==> src/nac_pkg.sv <==
package nac_pkg;

	// Operand widths
	localparam int NIB_W  = 4;
	localparam int INSTR_W = 10;

	// Instruction encodings (10-bit program words)
	localparam logic [5:0] OPC_ADDI_HI = 6'h06;
	localparam logic [9:0] OPC_ADDM    = 10'h00a;
	localparam logic [9:0] OPC_ADDMC   = 10'h00b;
	localparam logic [9:0] OPC_CSTART  = 10'h29f;

	// Converter control register fields
	localparam int CTRL_MODE_BIT = 3;
	localparam int CTRL_W        = 4;

	// Register byte offsets
	localparam logic [7:0] OFS_CTRL     = 8'h00;
	localparam logic [7:0] OFS_STATE    = 8'h04;
	localparam logic [7:0] OFS_IRQ_STAT = 8'h08;
	localparam logic [7:0] OFS_IRQ_MASK = 8'h0c;

	// State register fields
	localparam int ST_ACC_LSB  = 0;
	localparam int ST_CARRY    = 4;
	localparam int ST_DONE     = 5;
	localparam int ST_SKIP     = 6;

	// Interrupt event bits
	localparam int IRQ_W       = 3;
	localparam int IRQ_DONE    = 0;
	localparam int IRQ_SKIPPED = 1;
	localparam int IRQ_LAUNCH  = 2;

	// Values after reset
	localparam logic [3:0] RST_ACC   = 4'h0;
	localparam logic [3:0] RST_CTRL  = 4'h0;
	localparam logic [2:0] RST_IRQ   = 3'h0;
	localparam logic [31:0] RST_RDATA = 32'h0000_0000;

	// Clock cycles per machine cycle
	localparam int CYCLE_DIV = 1;

	// AXI responses
	localparam logic [1:0] RESP_OKAY   = 2'h0;
	localparam logic [1:0] RESP_SLVERR = 2'h2;

	// Decoded instruction kind
	typedef enum logic [2:0] {
		OP_NONE,
		OP_ADDI,
		OP_ADDM,
		OP_ADDMC,
		OP_CSTART
	} nac_op_t;

endpackage : nac_pkg
==> src/nac_core.sv <==
// The implementer's own choices: the AXI4-Lite register port and the placing of the registers.
`timescale 1ns/1ps
module nac_core #(
	parameter int DIV = nac_pkg::CYCLE_DIV
) (
	// Clock and reset
	input  wire logic        aclk,
	input  wire logic        aresetn,
	// Instruction stream
	input  wire logic [9:0]  instr_word,
	input  wire logic        instr_valid,
	input  wire logic [3:0]  ram_nibble_at_pointer,
	// Converter unit
	input  wire logic        conv_done_in,
	output logic             adc_start,
	output logic             comp_start,
	output logic             conversion_done_flag,
	// Core state
	output logic [3:0]       acc,
	output logic             carry_flag,
	output logic             skip_pending,
	output logic             instr_skipped,
	output logic             instr_taken,
	// Interrupt
	output logic             irq,
	// AXI4-Lite write address
	input  wire logic [7:0]  s_axi_awaddr,
	input  wire logic        s_axi_awvalid,
	output logic             s_axi_awready,
	// AXI4-Lite write data
	input  wire logic [31:0] s_axi_wdata,
	input  wire logic [3:0]  s_axi_wstrb,
	input  wire logic        s_axi_wvalid,
	output logic             s_axi_wready,
	// AXI4-Lite write response
	output logic [1:0]       s_axi_bresp,
	output logic             s_axi_bvalid,
	input  wire logic        s_axi_bready,
	// AXI4-Lite read address
	input  wire logic [7:0]  s_axi_araddr,
	input  wire logic        s_axi_arvalid,
	output logic             s_axi_arready,
	// AXI4-Lite read data
	output logic [31:0]      s_axi_rdata,
	output logic [1:0]       s_axi_rresp,
	output logic             s_axi_rvalid,
	input  wire logic        s_axi_rready
);

	// Architectural state
	logic [3:0]  acc_q, acc_d;
	logic        carry_q, carry_d;
	logic        done_q, done_d;
	logic        skip_q, skip_d;
	logic [3:0]  ctrl_q, ctrl_d;
	logic        adc_q, comp_q;
	logic        skipped_q, taken_q;
	logic [2:0]  istat_q, istat_d;
	logic [2:0]  imask_q, imask_d;
	logic        irq_q;

	// Bus slave state
	logic        aw_full_q, w_full_q;
	logic [7:0]  aw_addr_q;
	logic [31:0] w_data_q;
	logic [3:0]  w_strb_q;
	logic        awready_q, wready_q, bvalid_q, arready_q, rvalid_q;
	logic [1:0]  bresp_q, rresp_q;
	logic [31:0] rdata_q;

	// Machine cycle enable
	logic        cyc_en;

	nac_cycle_divider #(
		.DIV (DIV)
	) nac_cycle_divider_inst (
		.aclk    (aclk),
		.aresetn (aresetn),
		.tick    (cyc_en)
	);

	// Decode; a fetched word is taken once per machine cycle
	nac_pkg::nac_op_t op;
	logic        fetch;
	logic        exec;
	logic        is_addi;

	assign fetch   = cyc_en && instr_valid;
	assign exec    = fetch && !skip_q;
	assign is_addi = (instr_word[9:4] == nac_pkg::OPC_ADDI_HI);

	assign op = !exec                               ? nac_pkg::OP_NONE   :
	            is_addi                             ? nac_pkg::OP_ADDI   :
	            (instr_word == nac_pkg::OPC_ADDM)   ? nac_pkg::OP_ADDM   :
	            (instr_word == nac_pkg::OPC_ADDMC)  ? nac_pkg::OP_ADDMC  :
	            (instr_word == nac_pkg::OPC_CSTART) ? nac_pkg::OP_CSTART :
	                                                  nac_pkg::OP_NONE;

	// Adder operand selection
	logic [3:0]  add_b;
	logic        add_cin;
	logic [3:0]  add_sum;
	logic        add_cout;

	assign add_b   = (op == nac_pkg::OP_ADDI) ? instr_word[3:0] : ram_nibble_at_pointer;
	assign add_cin = (op == nac_pkg::OP_ADDMC) ? carry_q : 1'b0;

	nac_nibble_adder #(
		.W (nac_pkg::NIB_W)
	) nac_nibble_adder_inst (
		.a    (acc_q),
		.b    (add_b),
		.cin  (add_cin),
		.sum  (add_sum),
		.cout (add_cout)
	);

	// Converter launch decode
	logic        launch;
	logic        mode_cmp;

	assign launch   = (op == nac_pkg::OP_CSTART);
	assign mode_cmp = ctrl_q[nac_pkg::CTRL_MODE_BIT];

	// Register write decode
	logic        wr_go;
	logic        wr_lane0;
	logic        wr_ctrl, wr_state, wr_istat, wr_imask, wr_hit;
	logic [7:0]  wbyte;

	assign wr_go    = aw_full_q && w_full_q && !bvalid_q;
	assign wr_lane0 = wr_go && w_strb_q[0];
	assign wbyte    = w_data_q[7:0];
	assign wr_ctrl  = wr_lane0 && (aw_addr_q[7:2] == nac_pkg::OFS_CTRL[7:2]);
	assign wr_state = wr_lane0 && (aw_addr_q[7:2] == nac_pkg::OFS_STATE[7:2]);
	assign wr_istat = wr_lane0 && (aw_addr_q[7:2] == nac_pkg::OFS_IRQ_STAT[7:2]);
	assign wr_imask = wr_lane0 && (aw_addr_q[7:2] == nac_pkg::OFS_IRQ_MASK[7:2]);
	assign wr_hit   = (aw_addr_q[7:2] == nac_pkg::OFS_CTRL[7:2]) ||
	                  (aw_addr_q[7:2] == nac_pkg::OFS_STATE[7:2]) ||
	                  (aw_addr_q[7:2] == nac_pkg::OFS_IRQ_STAT[7:2]) ||
	                  (aw_addr_q[7:2] == nac_pkg::OFS_IRQ_MASK[7:2]);

	// Accumulator and carry; an executing add beats a bus write to acc, and only ADDMC beats one to carry
	always_comb begin
		acc_d   = acc_q;
		carry_d = carry_q;
		if (wr_state) begin
			acc_d   = wbyte[nac_pkg::ST_ACC_LSB +: 4];
			carry_d = wbyte[nac_pkg::ST_CARRY];
		end
		unique case (op)
			nac_pkg::OP_ADDI: acc_d = add_sum;
			nac_pkg::OP_ADDM: acc_d = add_sum;
			nac_pkg::OP_ADDMC: begin
				acc_d   = add_sum;
				carry_d = add_cout;
			end
			nac_pkg::OP_CSTART: acc_d = acc_d;
			nac_pkg::OP_NONE:   acc_d = acc_d;
		endcase
	end

	// Skip: set by a non-overflowing immediate add, consumed by next fetch
	always_comb begin
		skip_d = skip_q;
		if (fetch && skip_q)
			skip_d = 1'b0;
		if (op == nac_pkg::OP_ADDI)
			skip_d = !add_cout;
	end

	// Done flag: a finishing conversion wins over the launch clear
	always_comb begin
		done_d = done_q;
		if (launch)
			done_d = 1'b0;
		if (conv_done_in)
			done_d = 1'b1;
	end

	// Converter control register
	assign ctrl_d = wr_ctrl ? wbyte[nac_pkg::CTRL_W-1:0] : ctrl_q;

	// Sticky events, write one to clear, set beats clear
	logic [2:0]  ev;

	assign ev[nac_pkg::IRQ_DONE]    = conv_done_in;
	assign ev[nac_pkg::IRQ_SKIPPED] = fetch && skip_q;
	assign ev[nac_pkg::IRQ_LAUNCH]  = launch;
	assign istat_d = (istat_q & ~(wr_istat ? wbyte[2:0] : 3'h0)) | ev;
	assign imask_d = wr_imask ? wbyte[2:0] : imask_q;

	always_ff @(posedge aclk) begin
		if (!aresetn) begin
			acc_q   <= nac_pkg::RST_ACC;
			carry_q <= 1'b0;
			skip_q  <= 1'b0;
			taken_q <= 1'b0;
		end else begin
			acc_q   <= acc_d;
			carry_q <= carry_d;
			skip_q  <= skip_d;
			taken_q <= exec;
		end
	end

	// Converter launch pulses and flags
	always_ff @(posedge aclk) begin
		if (!aresetn) begin
			done_q    <= 1'b0;
			ctrl_q    <= nac_pkg::RST_CTRL;
			adc_q     <= 1'b0;
			comp_q    <= 1'b0;
			skipped_q <= 1'b0;
		end else begin
			done_q    <= done_d;
			ctrl_q    <= ctrl_d;
			adc_q     <= launch && !mode_cmp;
			comp_q    <= launch && mode_cmp;
			skipped_q <= fetch && skip_q;
		end
	end

	// Interrupt status, mask and level output
	always_ff @(posedge aclk) begin
		if (!aresetn) begin
			istat_q <= nac_pkg::RST_IRQ;
			imask_q <= nac_pkg::RST_IRQ;
			irq_q   <= 1'b0;
		end else begin
			istat_q <= istat_d;
			imask_q <= imask_d;
			irq_q   <= |(istat_d & imask_d);
		end
	end

	// Write channel: address and data latched independently, either order
	always_ff @(posedge aclk) begin
		if (!aresetn) begin
			aw_full_q <= 1'b0;
			w_full_q  <= 1'b0;
			aw_addr_q <= 8'h00;
			w_data_q  <= 32'h0000_0000;
			w_strb_q  <= 4'h0;
			awready_q <= 1'b0;
			wready_q  <= 1'b0;
			bvalid_q  <= 1'b0;
			bresp_q   <= nac_pkg::RESP_OKAY;
		end else begin
			awready_q <= !aw_full_q && !(s_axi_awvalid && awready_q) && !wr_go;
			wready_q  <= !w_full_q && !(s_axi_wvalid && wready_q) && !wr_go;
			if (s_axi_awvalid && awready_q) begin
				aw_full_q <= 1'b1;
				aw_addr_q <= s_axi_awaddr;
			end
			if (s_axi_wvalid && wready_q) begin
				w_full_q <= 1'b1;
				w_data_q <= s_axi_wdata;
				w_strb_q <= s_axi_wstrb;
			end
			if (wr_go) begin
				aw_full_q <= 1'b0;
				w_full_q  <= 1'b0;
				bvalid_q  <= 1'b1;
				bresp_q   <= wr_hit ? nac_pkg::RESP_OKAY : nac_pkg::RESP_SLVERR;
			end else if (bvalid_q && s_axi_bready) begin
				bvalid_q <= 1'b0;
			end
		end
	end

	// Read data selection; unmapped words read zero with an error
	logic        rd_hit;
	logic [31:0] rd_mux;
	logic [7:0]  st_byte;

	assign st_byte = {1'b0, skip_q, done_q, carry_q, acc_q};
	assign rd_hit  = (s_axi_araddr[7:2] == nac_pkg::OFS_CTRL[7:2]) ||
	                 (s_axi_araddr[7:2] == nac_pkg::OFS_STATE[7:2]) ||
	                 (s_axi_araddr[7:2] == nac_pkg::OFS_IRQ_STAT[7:2]) ||
	                 (s_axi_araddr[7:2] == nac_pkg::OFS_IRQ_MASK[7:2]);
	assign rd_mux  =
		(s_axi_araddr[7:2] == nac_pkg::OFS_CTRL[7:2])     ? {28'h0, ctrl_q}  :
		(s_axi_araddr[7:2] == nac_pkg::OFS_STATE[7:2])    ? {24'h0, st_byte} :
		(s_axi_araddr[7:2] == nac_pkg::OFS_IRQ_STAT[7:2]) ? {29'h0, istat_q} :
		(s_axi_araddr[7:2] == nac_pkg::OFS_IRQ_MASK[7:2]) ? {29'h0, imask_q} :
		                                                    nac_pkg::RST_RDATA;

	// Read channel: one read under way, data held until taken
	always_ff @(posedge aclk) begin
		if (!aresetn) begin
			arready_q <= 1'b0;
			rvalid_q  <= 1'b0;
			rdata_q   <= nac_pkg::RST_RDATA;
			rresp_q   <= nac_pkg::RESP_OKAY;
		end else begin
			arready_q <= !rvalid_q && !(s_axi_arvalid && arready_q);
			if (s_axi_arvalid && arready_q) begin
				rvalid_q <= 1'b1;
				rdata_q  <= rd_mux;
				rresp_q  <= rd_hit ? nac_pkg::RESP_OKAY : nac_pkg::RESP_SLVERR;
			end else if (rvalid_q && s_axi_rready) begin
				rvalid_q <= 1'b0;
			end
		end
	end

	// Outputs straight from flops
	assign acc                  = acc_q;
	assign carry_flag           = carry_q;
	assign conversion_done_flag = done_q;
	assign skip_pending         = skip_q;
	assign instr_skipped        = skipped_q;
	assign instr_taken          = taken_q;
	assign adc_start            = adc_q;
	assign comp_start           = comp_q;
	assign irq                  = irq_q;
	assign s_axi_awready        = awready_q;
	assign s_axi_wready         = wready_q;
	assign s_axi_bvalid         = bvalid_q;
	assign s_axi_bresp          = bresp_q;
	assign s_axi_arready        = arready_q;
	assign s_axi_rvalid         = rvalid_q;
	assign s_axi_rdata          = rdata_q;
	assign s_axi_rresp          = rresp_q;

endmodule : nac_core

==> src/nac_cycle_divider.sv <==
`timescale 1ns/1ps
module nac_cycle_divider #(
	parameter int DIV = 1
) (
	// Clock and reset
	input  wire logic aclk,
	input  wire logic aresetn,
	// Machine cycle enable
	output logic      tick
);

	localparam int CW = (DIV > 1) ? $clog2(DIV) : 1;
	localparam logic [CW-1:0] LAST = CW'(DIV - 1);

	logic [CW-1:0] cnt_q;
	logic          tick_q;
	logic          wrap;

	assign wrap = (cnt_q == LAST);
	assign tick = tick_q;

	// Free-running count; tick is one clock wide when DIV is above 1, held high when DIV is 1
	always_ff @(posedge aclk) begin
		if (!aresetn) begin
			cnt_q  <= '0;
			// Undivided rate ticks from the first edge after release
			tick_q <= (DIV == 1);
		end else begin
			cnt_q  <= wrap ? '0 : cnt_q + CW'(1);
			tick_q <= wrap;
		end
	end

endmodule : nac_cycle_divider

==> src/nac_nibble_adder.sv <==
`timescale 1ns/1ps
module nac_nibble_adder #(
	parameter int W = 4
) (
	// Operands
	input  wire logic [W-1:0] a,
	input  wire logic [W-1:0] b,
	input  wire logic         cin,
	// Result
	output logic      [W-1:0] sum,
	output logic              cout
);

	logic [W:0] full;

	// Fifth bit of the wide sum is the carry
	assign full = {1'b0, a} + {1'b0, b} + {{W{1'b0}}, cin};
	assign sum  = full[W-1:0];
	assign cout = full[W];

endmodule : nac_nibble_adder

==> config.mk <==
export PLATFORM = sky130hd
export DESIGN_NAME = nac_core
export DESIGN_NICKNAME = d
export VERILOG_FILES = /design/src/nac_pkg.sv /design/src/nac_core.sv /design/src/nac_cycle_divider.sv /design/src/nac_nibble_adder.sv
export SDC_FILE = /design/constraint.sdc
export NUM_CORES = 1
export LEC_CHECK = 0
export BUFFER_PORTS_ARGS = -buffer_cell sky130_fd_sc_hd__buf_2
export CAP_MARGIN = 20
export CORE_MARGIN = 2
export CORE_UTILIZATION = 49
export DETAILED_ROUTE_END_ITERATION = 16
export PLACE_DENSITY = 0.85
export SLEW_MARGIN = 20
export SYNTH_ARGS = -nofsm -noshare
export SYNTH_HDL_FRONTEND = slang
export SYNTH_SLANG_ARGS = --single-unit
==> constraint.sdc <==
create_clock -name aclk -period 4.47 [get_ports aclk]
set_input_delay 0.447 -clock aclk [delete_from_list [all_inputs] [get_ports aclk]]
set_output_delay 0.447 -clock aclk [all_outputs]
set_load 0.05 [all_outputs]
==> results of run 1 <==
power by group:
part	internal, W	switching, W
Sequential	0.000479	0.0000147
Combinational	0.0000416	0.000116
Clock	0.000106	0.000151
cell type report:
| type | count | area, sq um |
|---|---|---|
| fillers | 478 | 2140 |
| multi-input cells | 210 | 1350 |
| flip-flops and latches | 52 | 1040 |
| repair buffers | 66 | 330 |
| well taps | 70 | 87.6 |
| clock buffers | 5 | 68.8 |
| inverters | 10 | 37.5 |
| clock inverters | 2 | 12.5 |
placed cells by master, fill, tap and decap left out, types with 3 or more instances in the layout:
| master | netlist | final |
|---|---|---|
| nand4_1 | 3 | 3 |
| dfxtp_1 | 52 | 52 |
| nor2b_1 | 12 | 12 |
| o211ai_1 | 3 | 3 |
| and2_1 | 8 | 8 |
| o21a_1 | 3 | 3 |
| clkbuf_8 | 0 | 5 |
| inv_1 | 10 | 10 |
| mux2i_1 | 11 | 11 |
| nor3b_1 | 6 | 6 |
| a21oi_1 | 4 | 4 |
| ha_1 | 3 | 3 |
| nand2b_1 | 3 | 3 |
| nor4_1 | 3 | 3 |
| conb_1 | 1 | 28 |
| a22o_1 | 3 | 3 |
| a21boi_0 | 16 | 16 |
| buf_2 | 2 | 66 |
| mux2_2 | 5 | 5 |
| nor2_1 | 6 | 6 |
| o21ai_0 | 8 | 8 |
| nand2_1 | 33 | 33 |
| nand3_1 | 19 | 19 |
| o211a_1 | 5 | 5 |
| a221oi_1 | 3 | 3 |
per-stage QoR:
step	setup WS, ps	hold slack (ps)	utilization	cell area (sq um)	power [W]
floorplan	1670	343	-	2680	0.000641
global placement	1450	345	0.562	2850	0.000658
detailed placement	1420	375	0.562	2850	0.000661
CTS	1550	358	0.578	2930	0.000913
global route	1340	357	0.578	2930	0.000947
finish	1560	366	0.578	2930	0.000908
per-layer routing:
metal | vias up | track usage | share of wire
met2 | 72 | 0.289 | 0.48
met5 | - | 0 | 0
met1 | 972 | 0.228 | 0.45
li1 | 1063 | - | -
met3 | 10 | 0.0462 | 0.052
met4 | 0 | 0.0764 | 0.019
critical path, cell delays in order (launching register included):
cell,delay (ps)
dfxtp_1,390
nand4bb_1,250
nor4_2,320
nand3_1,280
mux2_2,360
fa_1,410
inv_1,80
fa_1,200
nor2b_1,50
o21ai_0,140
nand2b_1,110
o211a_1,220
sequential cells by signal, indices dropped and copies added, names as in the netlist, 3 cells and up:
signal	flops
acc	4
aw_addr_q	6
ctrl_q	4
imask_q	3
istat_q	3
s_axi_rdata	7
w_data_q	5
cells by family after synthesis:
group,Yosys count,share of synthesized area
buf+inv,47,0.109
fa+ha+maj,5,0.0301
compound gates,51,0.146
simple gates,108,0.238
other cells,1,0.00146
mux,16,0.0647
flops,52,0.404
xor+xnor,2,0.00681
worst max-delay path by stage:
stage               cells past startpoint                         to  slack, ps
finish                                 11    carry_flag$_SDFFE_PN0P_       1560
global route                           12  skip_pending$_SDFFE_PN0P_       1340
CTS                                    11    carry_flag$_SDFFE_PN0P_       1550
detailed placement                     13  skip_pending$_SDFFE_PN0P_       1420
global placement                       13  skip_pending$_SDFFE_PN0P_       1450
floorplan                              11    carry_flag$_SDFFE_PN0P_       1670
==> results.py, run 1 <==
metrics = {
    "status": {
        "status": "finished clean",
    },
    "logic_synthesis": {
        "synthTopCellsByArea": "dfxtp_1 40%, buf_4 7.9%, nand2_1 4.8%",
        "yosysUniqueCellTypes": 46,
        "synthesis.area_sq_mm": 0.00257,
        "synthCells": 282,
        "synthArstFlopShare": 0,
        "yosys_register_bits": 52,
        "syn_area_per_cell_sq_um": 9.13,
        "seq_area_frac_synth": 0.404,
        "synth_commonest_cells": "52 x dfxtp_1, 33 x nand2_1, 27 x buf_4, 19 x nand3_1, 16 x a21boi_0",
        "yosys.area.top_type_share": 0.404,
        "synth_top_area_cell": "dfxtp_1",
        "synth-edff-count": 0,
        "synth_ff_type": "dfxtp_1",
        "yosys_warnings": 0,
        "yosysMostFrequentCell": "dfxtp_1",
    },
    "clock_tree": {
        "numCtsBuffers": 5,
        "clock_path_buffers": 2,
        "htreeDepth": 2,
        "clk-insertion-delay-late_ps": 310,
        "path_clk_slew_ps": 90,
        "cts_resized": 0,
        "postCtsSetupBuffers": 0,
        "holdBufCountCts": 0,
        "cts.sinks": 52,
        "cts-root-buf": "clkbuf_8",
        "cts_tree": "done",
    },
    "power_and_ir_drop": {
        "powerDensity_mw_per_mm2": 310,
        "p_leak_nw": 1.34,
        "worst_ir_drop_vdd_mv": 0.190,
    },
    "setup_path": {
        "critPathKind": "flop to flop",
        "reg2regPathDepth": 11,
        "worst_r2r_endpoint": "carry_flag$_SDFFE_PN0P_",
        "crit_required_ps": 4670,
        "rr_startpoint": "skip_pending$_SDFFE_PN0P_",
        "critPathLaunchType": "flop",
        "reg2reg_slack_ps": 1560,
        "crit_fanout": 7,
        "worstSetupEndpointType": "flop",
        "crit_path_start": "skip_pending$_SDFFE_PN0P_",
        "arrival_ps": 3110,
    },
    "route": {
        "drt_wl_total_microns": 5160,
        "dr.pass1.iters": 4,
        "final_antenna_net_count": 0,
        "route.vias.total": 2117,
        "viasPerCell": 5.10,
        "wl_per_cell_microns": 12.4,
        "drcViolationCount": 0,
        "detailedRoute.firstIterationViolations": 85,
    },
    "floorplanning": {
        "io_pins": 128,
        "core_sq_mm": 0.00507,
        "die-area_sq_mm": 0.00585,
        "die_y_microns": 76.5,
        "die_w_microns": 76.5,
        "start_util": 0.507,
        "rows": 26,
    },
    "finish": {
        "areaGrowthSynthToFinish_pct": 13.9,
        "nNetsFinal": 425,
        "stdcell_count": 415,
        "drive_gt1_frac": 0.241,
        "n_antenna_cell": 0,
    },
    "hold_path": {
        "min_to": "conversion_done_flag$_SDFFE_PN0P_",
        "min_from": "conv_done_in",
        "whs_path_depth": 2,
        "hp-class": "input port to flop",
    },
    "placed_design": {
        "gp_congestion": 0.866,
        "hpwl_microns": 3930,
        "io_buffers": 66,
        "dp.cells": 408,
    },
    "grt": {
        "antenna_found_initial": 0,
        "grt_pass1_vias": 1882,
        "grt_pass1_wl_microns": 8460,
        "grt_usage": 0.180,
        "globalRoute.totalOverflow": 0,
        "grt_max_degree": 52,
    },
    "job": {
        "max_cap_violations": 0,
    },
    "sta": {
        "max-slew-margin-rel": 0.520,
        "skew_ps": 11.9,
        "tns_ps": 0,
        "worst_pin_slew_ps": 713,
        "rsz0062_at_grt": "no",
        "period_minus_slack_ps": 2910,
        "hold_viol_final": 0,
        "fmax_mhz": 343,
        "setup_viol_count_final": 0,
        "timing.final.crit_share": 0.651,
        "maxSlewViolCount": 0,
    },
}
(Power assumes the default switching activity.)
==> run 2, diff against run 1 <==
--- a/config.mk
+++ b/config.mk
@@ -5,12 +5,13 @@
 export SDC_FILE = /design/constraint.sdc
 export NUM_CORES = 1
 export LEC_CHECK = 0
+export ABC_AREA = 1
 export BUFFER_PORTS_ARGS = -buffer_cell sky130_fd_sc_hd__buf_2
 export CAP_MARGIN = 20
 export CORE_MARGIN = 2
-export CORE_UTILIZATION = 49
+export CORE_UTILIZATION = 46
 export DETAILED_ROUTE_END_ITERATION = 16
-export PLACE_DENSITY = 0.85
+export PLACE_DENSITY = 0.8
 export SLEW_MARGIN = 20
 export SYNTH_ARGS = -nofsm -noshare
 export SYNTH_HDL_FRONTEND = slang
==> constraint.sdc (replaced) <==
create_clock -name aclk -period 2.84 [get_ports aclk]
set_input_delay 0.284 -clock aclk [delete_from_list [all_inputs] [get_ports aclk]]
set_output_delay 0.284 -clock aclk [all_outputs]
set_load 0.05 [all_outputs]
==> results.py, run 2 <==
metrics = {
    "clock_tree": {
        "htreeDepth": 2,
        "numCtsBuffers": 5,
        "cts_tree": "done",
        "clock_path_buffers": 2,
        "cts-root-buf": "clkbuf_8",
        "cts_resized": 0,
        "postCtsSetupBuffers": 0,
        "path_clk_slew_ps": 100,
        "holdBufCountCts": 0,
        "cts.sinks": 52,
        "clk-insertion-delay-late_ps": 300,
    },
    "setup_path": {
        "path_depth": 15,
        "cpPeakStageDelay_ps": 400,
        "worstSetupEndpointType": "flop",
        "crit_chain": "inv_2, nand3_4, nor2_2, nand2_2, buf_4, nor3_1, fa_1, inv_1, fa_1, inv_1, a21oi_1, nor2_1, nor2_1, o21ai_0, nor2_1",
        "crit_required_ps": 3040,
        "critPathLaunchType": "flop",
        "critPathKind": "flop to flop",
        "reg2regPathDepth": 15,
        "rr_startpoint": "skip_pending$_SDFFE_PN0P_",
        "crit_path_start": "skip_pending$_SDFFE_PN0P_",
        "path_buf_inv": 4,
        "arrival_ps": 2720,
        "cpLargestDelayFamily": "simple AND/OR/NAND/NOR gates",
        "crit_fanout": 10,
        "cp_slowest_cell": "fa_1",
        "cp_common_cell": "nor2_1",
    },
    "logic_synthesis": {
        "yosys.area_share.xor_xnor": 0.00655,
        "yosys_warnings": 0,
        "seq_area_frac_synth": 0.389,
        "synth_compound_area_frac": 0.115,
        "synthCells": 361,
        "syn_area_per_cell_sq_um": 7.41,
        "yosys_register_bits": 52,
        "synthesis.area_sq_mm": 0.00268,
        "synthTopCellsByArea": "dfxtp_1 39%, nand2_1 8.1%, nor2_1 8.1%",
        "synthAdderAreaFrac": 0.0290,
        "synth-edff-count": 0,
        "synth_ff_type": "dfxtp_1",
        "yosysUniqueCellTypes": 38,
        "synthArstFlopShare": 0,
        "synth_commonest_cells": "58 x nand2_1, 58 x nor2_1, 52 x dfxtp_1, 33 x inv_1, 27 x buf_4",
        "yosys.area.top_type_share": 0.389,
        "muxShareOfSynthArea": 0,
        "yosys.area_share.simple": 0.316,
        "synth_top_area_cell": "dfxtp_1",
        "synth_top_family_by_area": "simple AND/OR/NAND/NOR gates",
    },
    "route": {
        "final_antenna_net_count": 0,
        "dr.pass1.iters": 4,
        "drt_wl_total_microns": 5650,
        "route.vias.total": 2413,
        "detailedRoute.firstIterationViolations": 168,
        "viasPerCell": 4.78,
        "wl_per_cell_microns": 11.2,
        "drcViolationCount": 0,
    },
    "floorplanning": {
        "die_y_microns": 80.3,
        "io_pins": 128,
        "core_sq_mm": 0.00557,
        "die-area_sq_mm": 0.00644,
        "start_util": 0.480,
        "rows": 27,
        "die_w_microns": 80.3,
    },
    "finish": {
        "drive_gt1_frac": 0.247,
        "largest_reg_flops": 7,
        "nNetsFinal": 512,
        "areaGrowthSynthToFinish_pct": 14.8,
        "layout_common_cells": "66 x buf_2, 58 x nand2_1, 58 x nor2_1",
        "final_common_cell": "buf_2",
        "stdcell_count": 505,
        "fillCellCount": 541,
        "fin_area_sq_mm": 0.00307,
        "n_antenna_cell": 0,
        "fin_util": 0.551,
    },
    "grt": {
        "grt_pass1_wl_microns": 9090,
        "gr-usage-met1": 0.225,
        "use_met2": 0.304,
        "grt_max_degree": 32,
        "grt_pass1_vias": 2111,
        "top_usage_layer": "met2",
        "grtUsageMet3": 0.0348,
        "globalRoute.totalOverflow": 0,
        "antenna_found_initial": 0,
        "grt_usage": 0.178,
    },
    "placed_design": {
        "io_buffers": 66,
        "post_dp_cell_area_sq_mm": 0.00298,
        "hpwl_microns": 4500,
        "gp_congestion": 0.891,
        "dp.cells": 497,
    },
    "sta": {
        "period_minus_slack_ps": 2520,
        "tns_ps": 0,
        "timing.final.crit_share": 0.889,
        "setup_viol_count_final": 0,
        "hold_viol_final": 0,
        "skew_ps": 10.1,
        "fmax_mhz": 396,
        "rsz0062_at_grt": "no",
        "maxSlewViolCount": 0,
    },
    "power_and_ir_drop": {
        "worst_ir_drop_vdd_mv": 0.318,
        "p_leak_nw": 1.51,
        "finalPower_w": 0.00149,
        "powerDensity_mw_per_mm2": 484,
    },
    "hold_path": {
        "min_from": "conv_done_in",
        "hp-class": "input port to flop",
        "whs_path_depth": 3,
    },
    "job": {
        "max_cap_violations": 0,
    },
    "status": {
        "status": "finished clean",
    },
}
==> run 2: changes by cell type after synthesis, moves of 11 or more <==
cell	change
a21oi_1	+13
o21ai_0	+16
mux2i_1	-11
inv_1	+23
a21boi_0	-16
nand2_1	+25
nor2b_1	-12
nor2_1	+52
==> run 2: power by group <==
part           switching, W  internal [W]
combinational      0.000221     0.0000659
clock              0.000243      0.000176
sequential        0.0000215      0.000759
total              0.000485       0.00100
==> run 2: tightest hold or removal path, cell delays in order <==
cell and delay [ps]:
buf_2 80, nand2_1 70, nand2_1 70
==> run 2: cell families after synthesis <==
kind of cell,count (synthesis)
AO/OA/AOI/OAI,56
XOR/XNOR,2
adder cells (fa/ha/maj),5
buffers and inverters,71
flip-flops,52
other,1
AND/OR/NAND/NOR,174
==> run 2: per-stage QoR <==
stage,hold slack (ps),setup slack [ps]
after floorplan,343,346
after global placement,345,377
after detailed placement,358,278
after CTS,207,315
after global routing,211,75.5
final,213,316
==> run 2: path summary, 6_finish.rpt <==
check / endpoint / slack [ps]
worst min register to register: nac_cycle_divider_inst.tick$_SDFF_PN1_ / 370
worst min-delay path: conversion_done_flag$_SDFFE_PN0P_ / 210
worst max register to register: skip_pending$_SDFFE_PN0P_ / 320
worst max-delay path: skip_pending$_SDFFE_PN0P_ / 320
==> run 2: metal layers <==
metal,routed length [microns],up-vias
li1,-,1249
met1,2450,1089
met2,2810,69
met3,331,6
met4,59,0
met5,0,-
==> run 2: cell type report <==
type | instances | area, sq um | area share
clock buffer | 6 | 72.6 | 0.0236
sequential | 52 | 1040 | 0.339
tap | 72 | 90.1 | 0.0293
inverter | 39 | 148 | 0.0480
timing repair buffer | 69 | 353 | 0.115
clock inverter | 2 | 16.3 | 0.00529
multi-input combinational | 265 | 1350 | 0.440
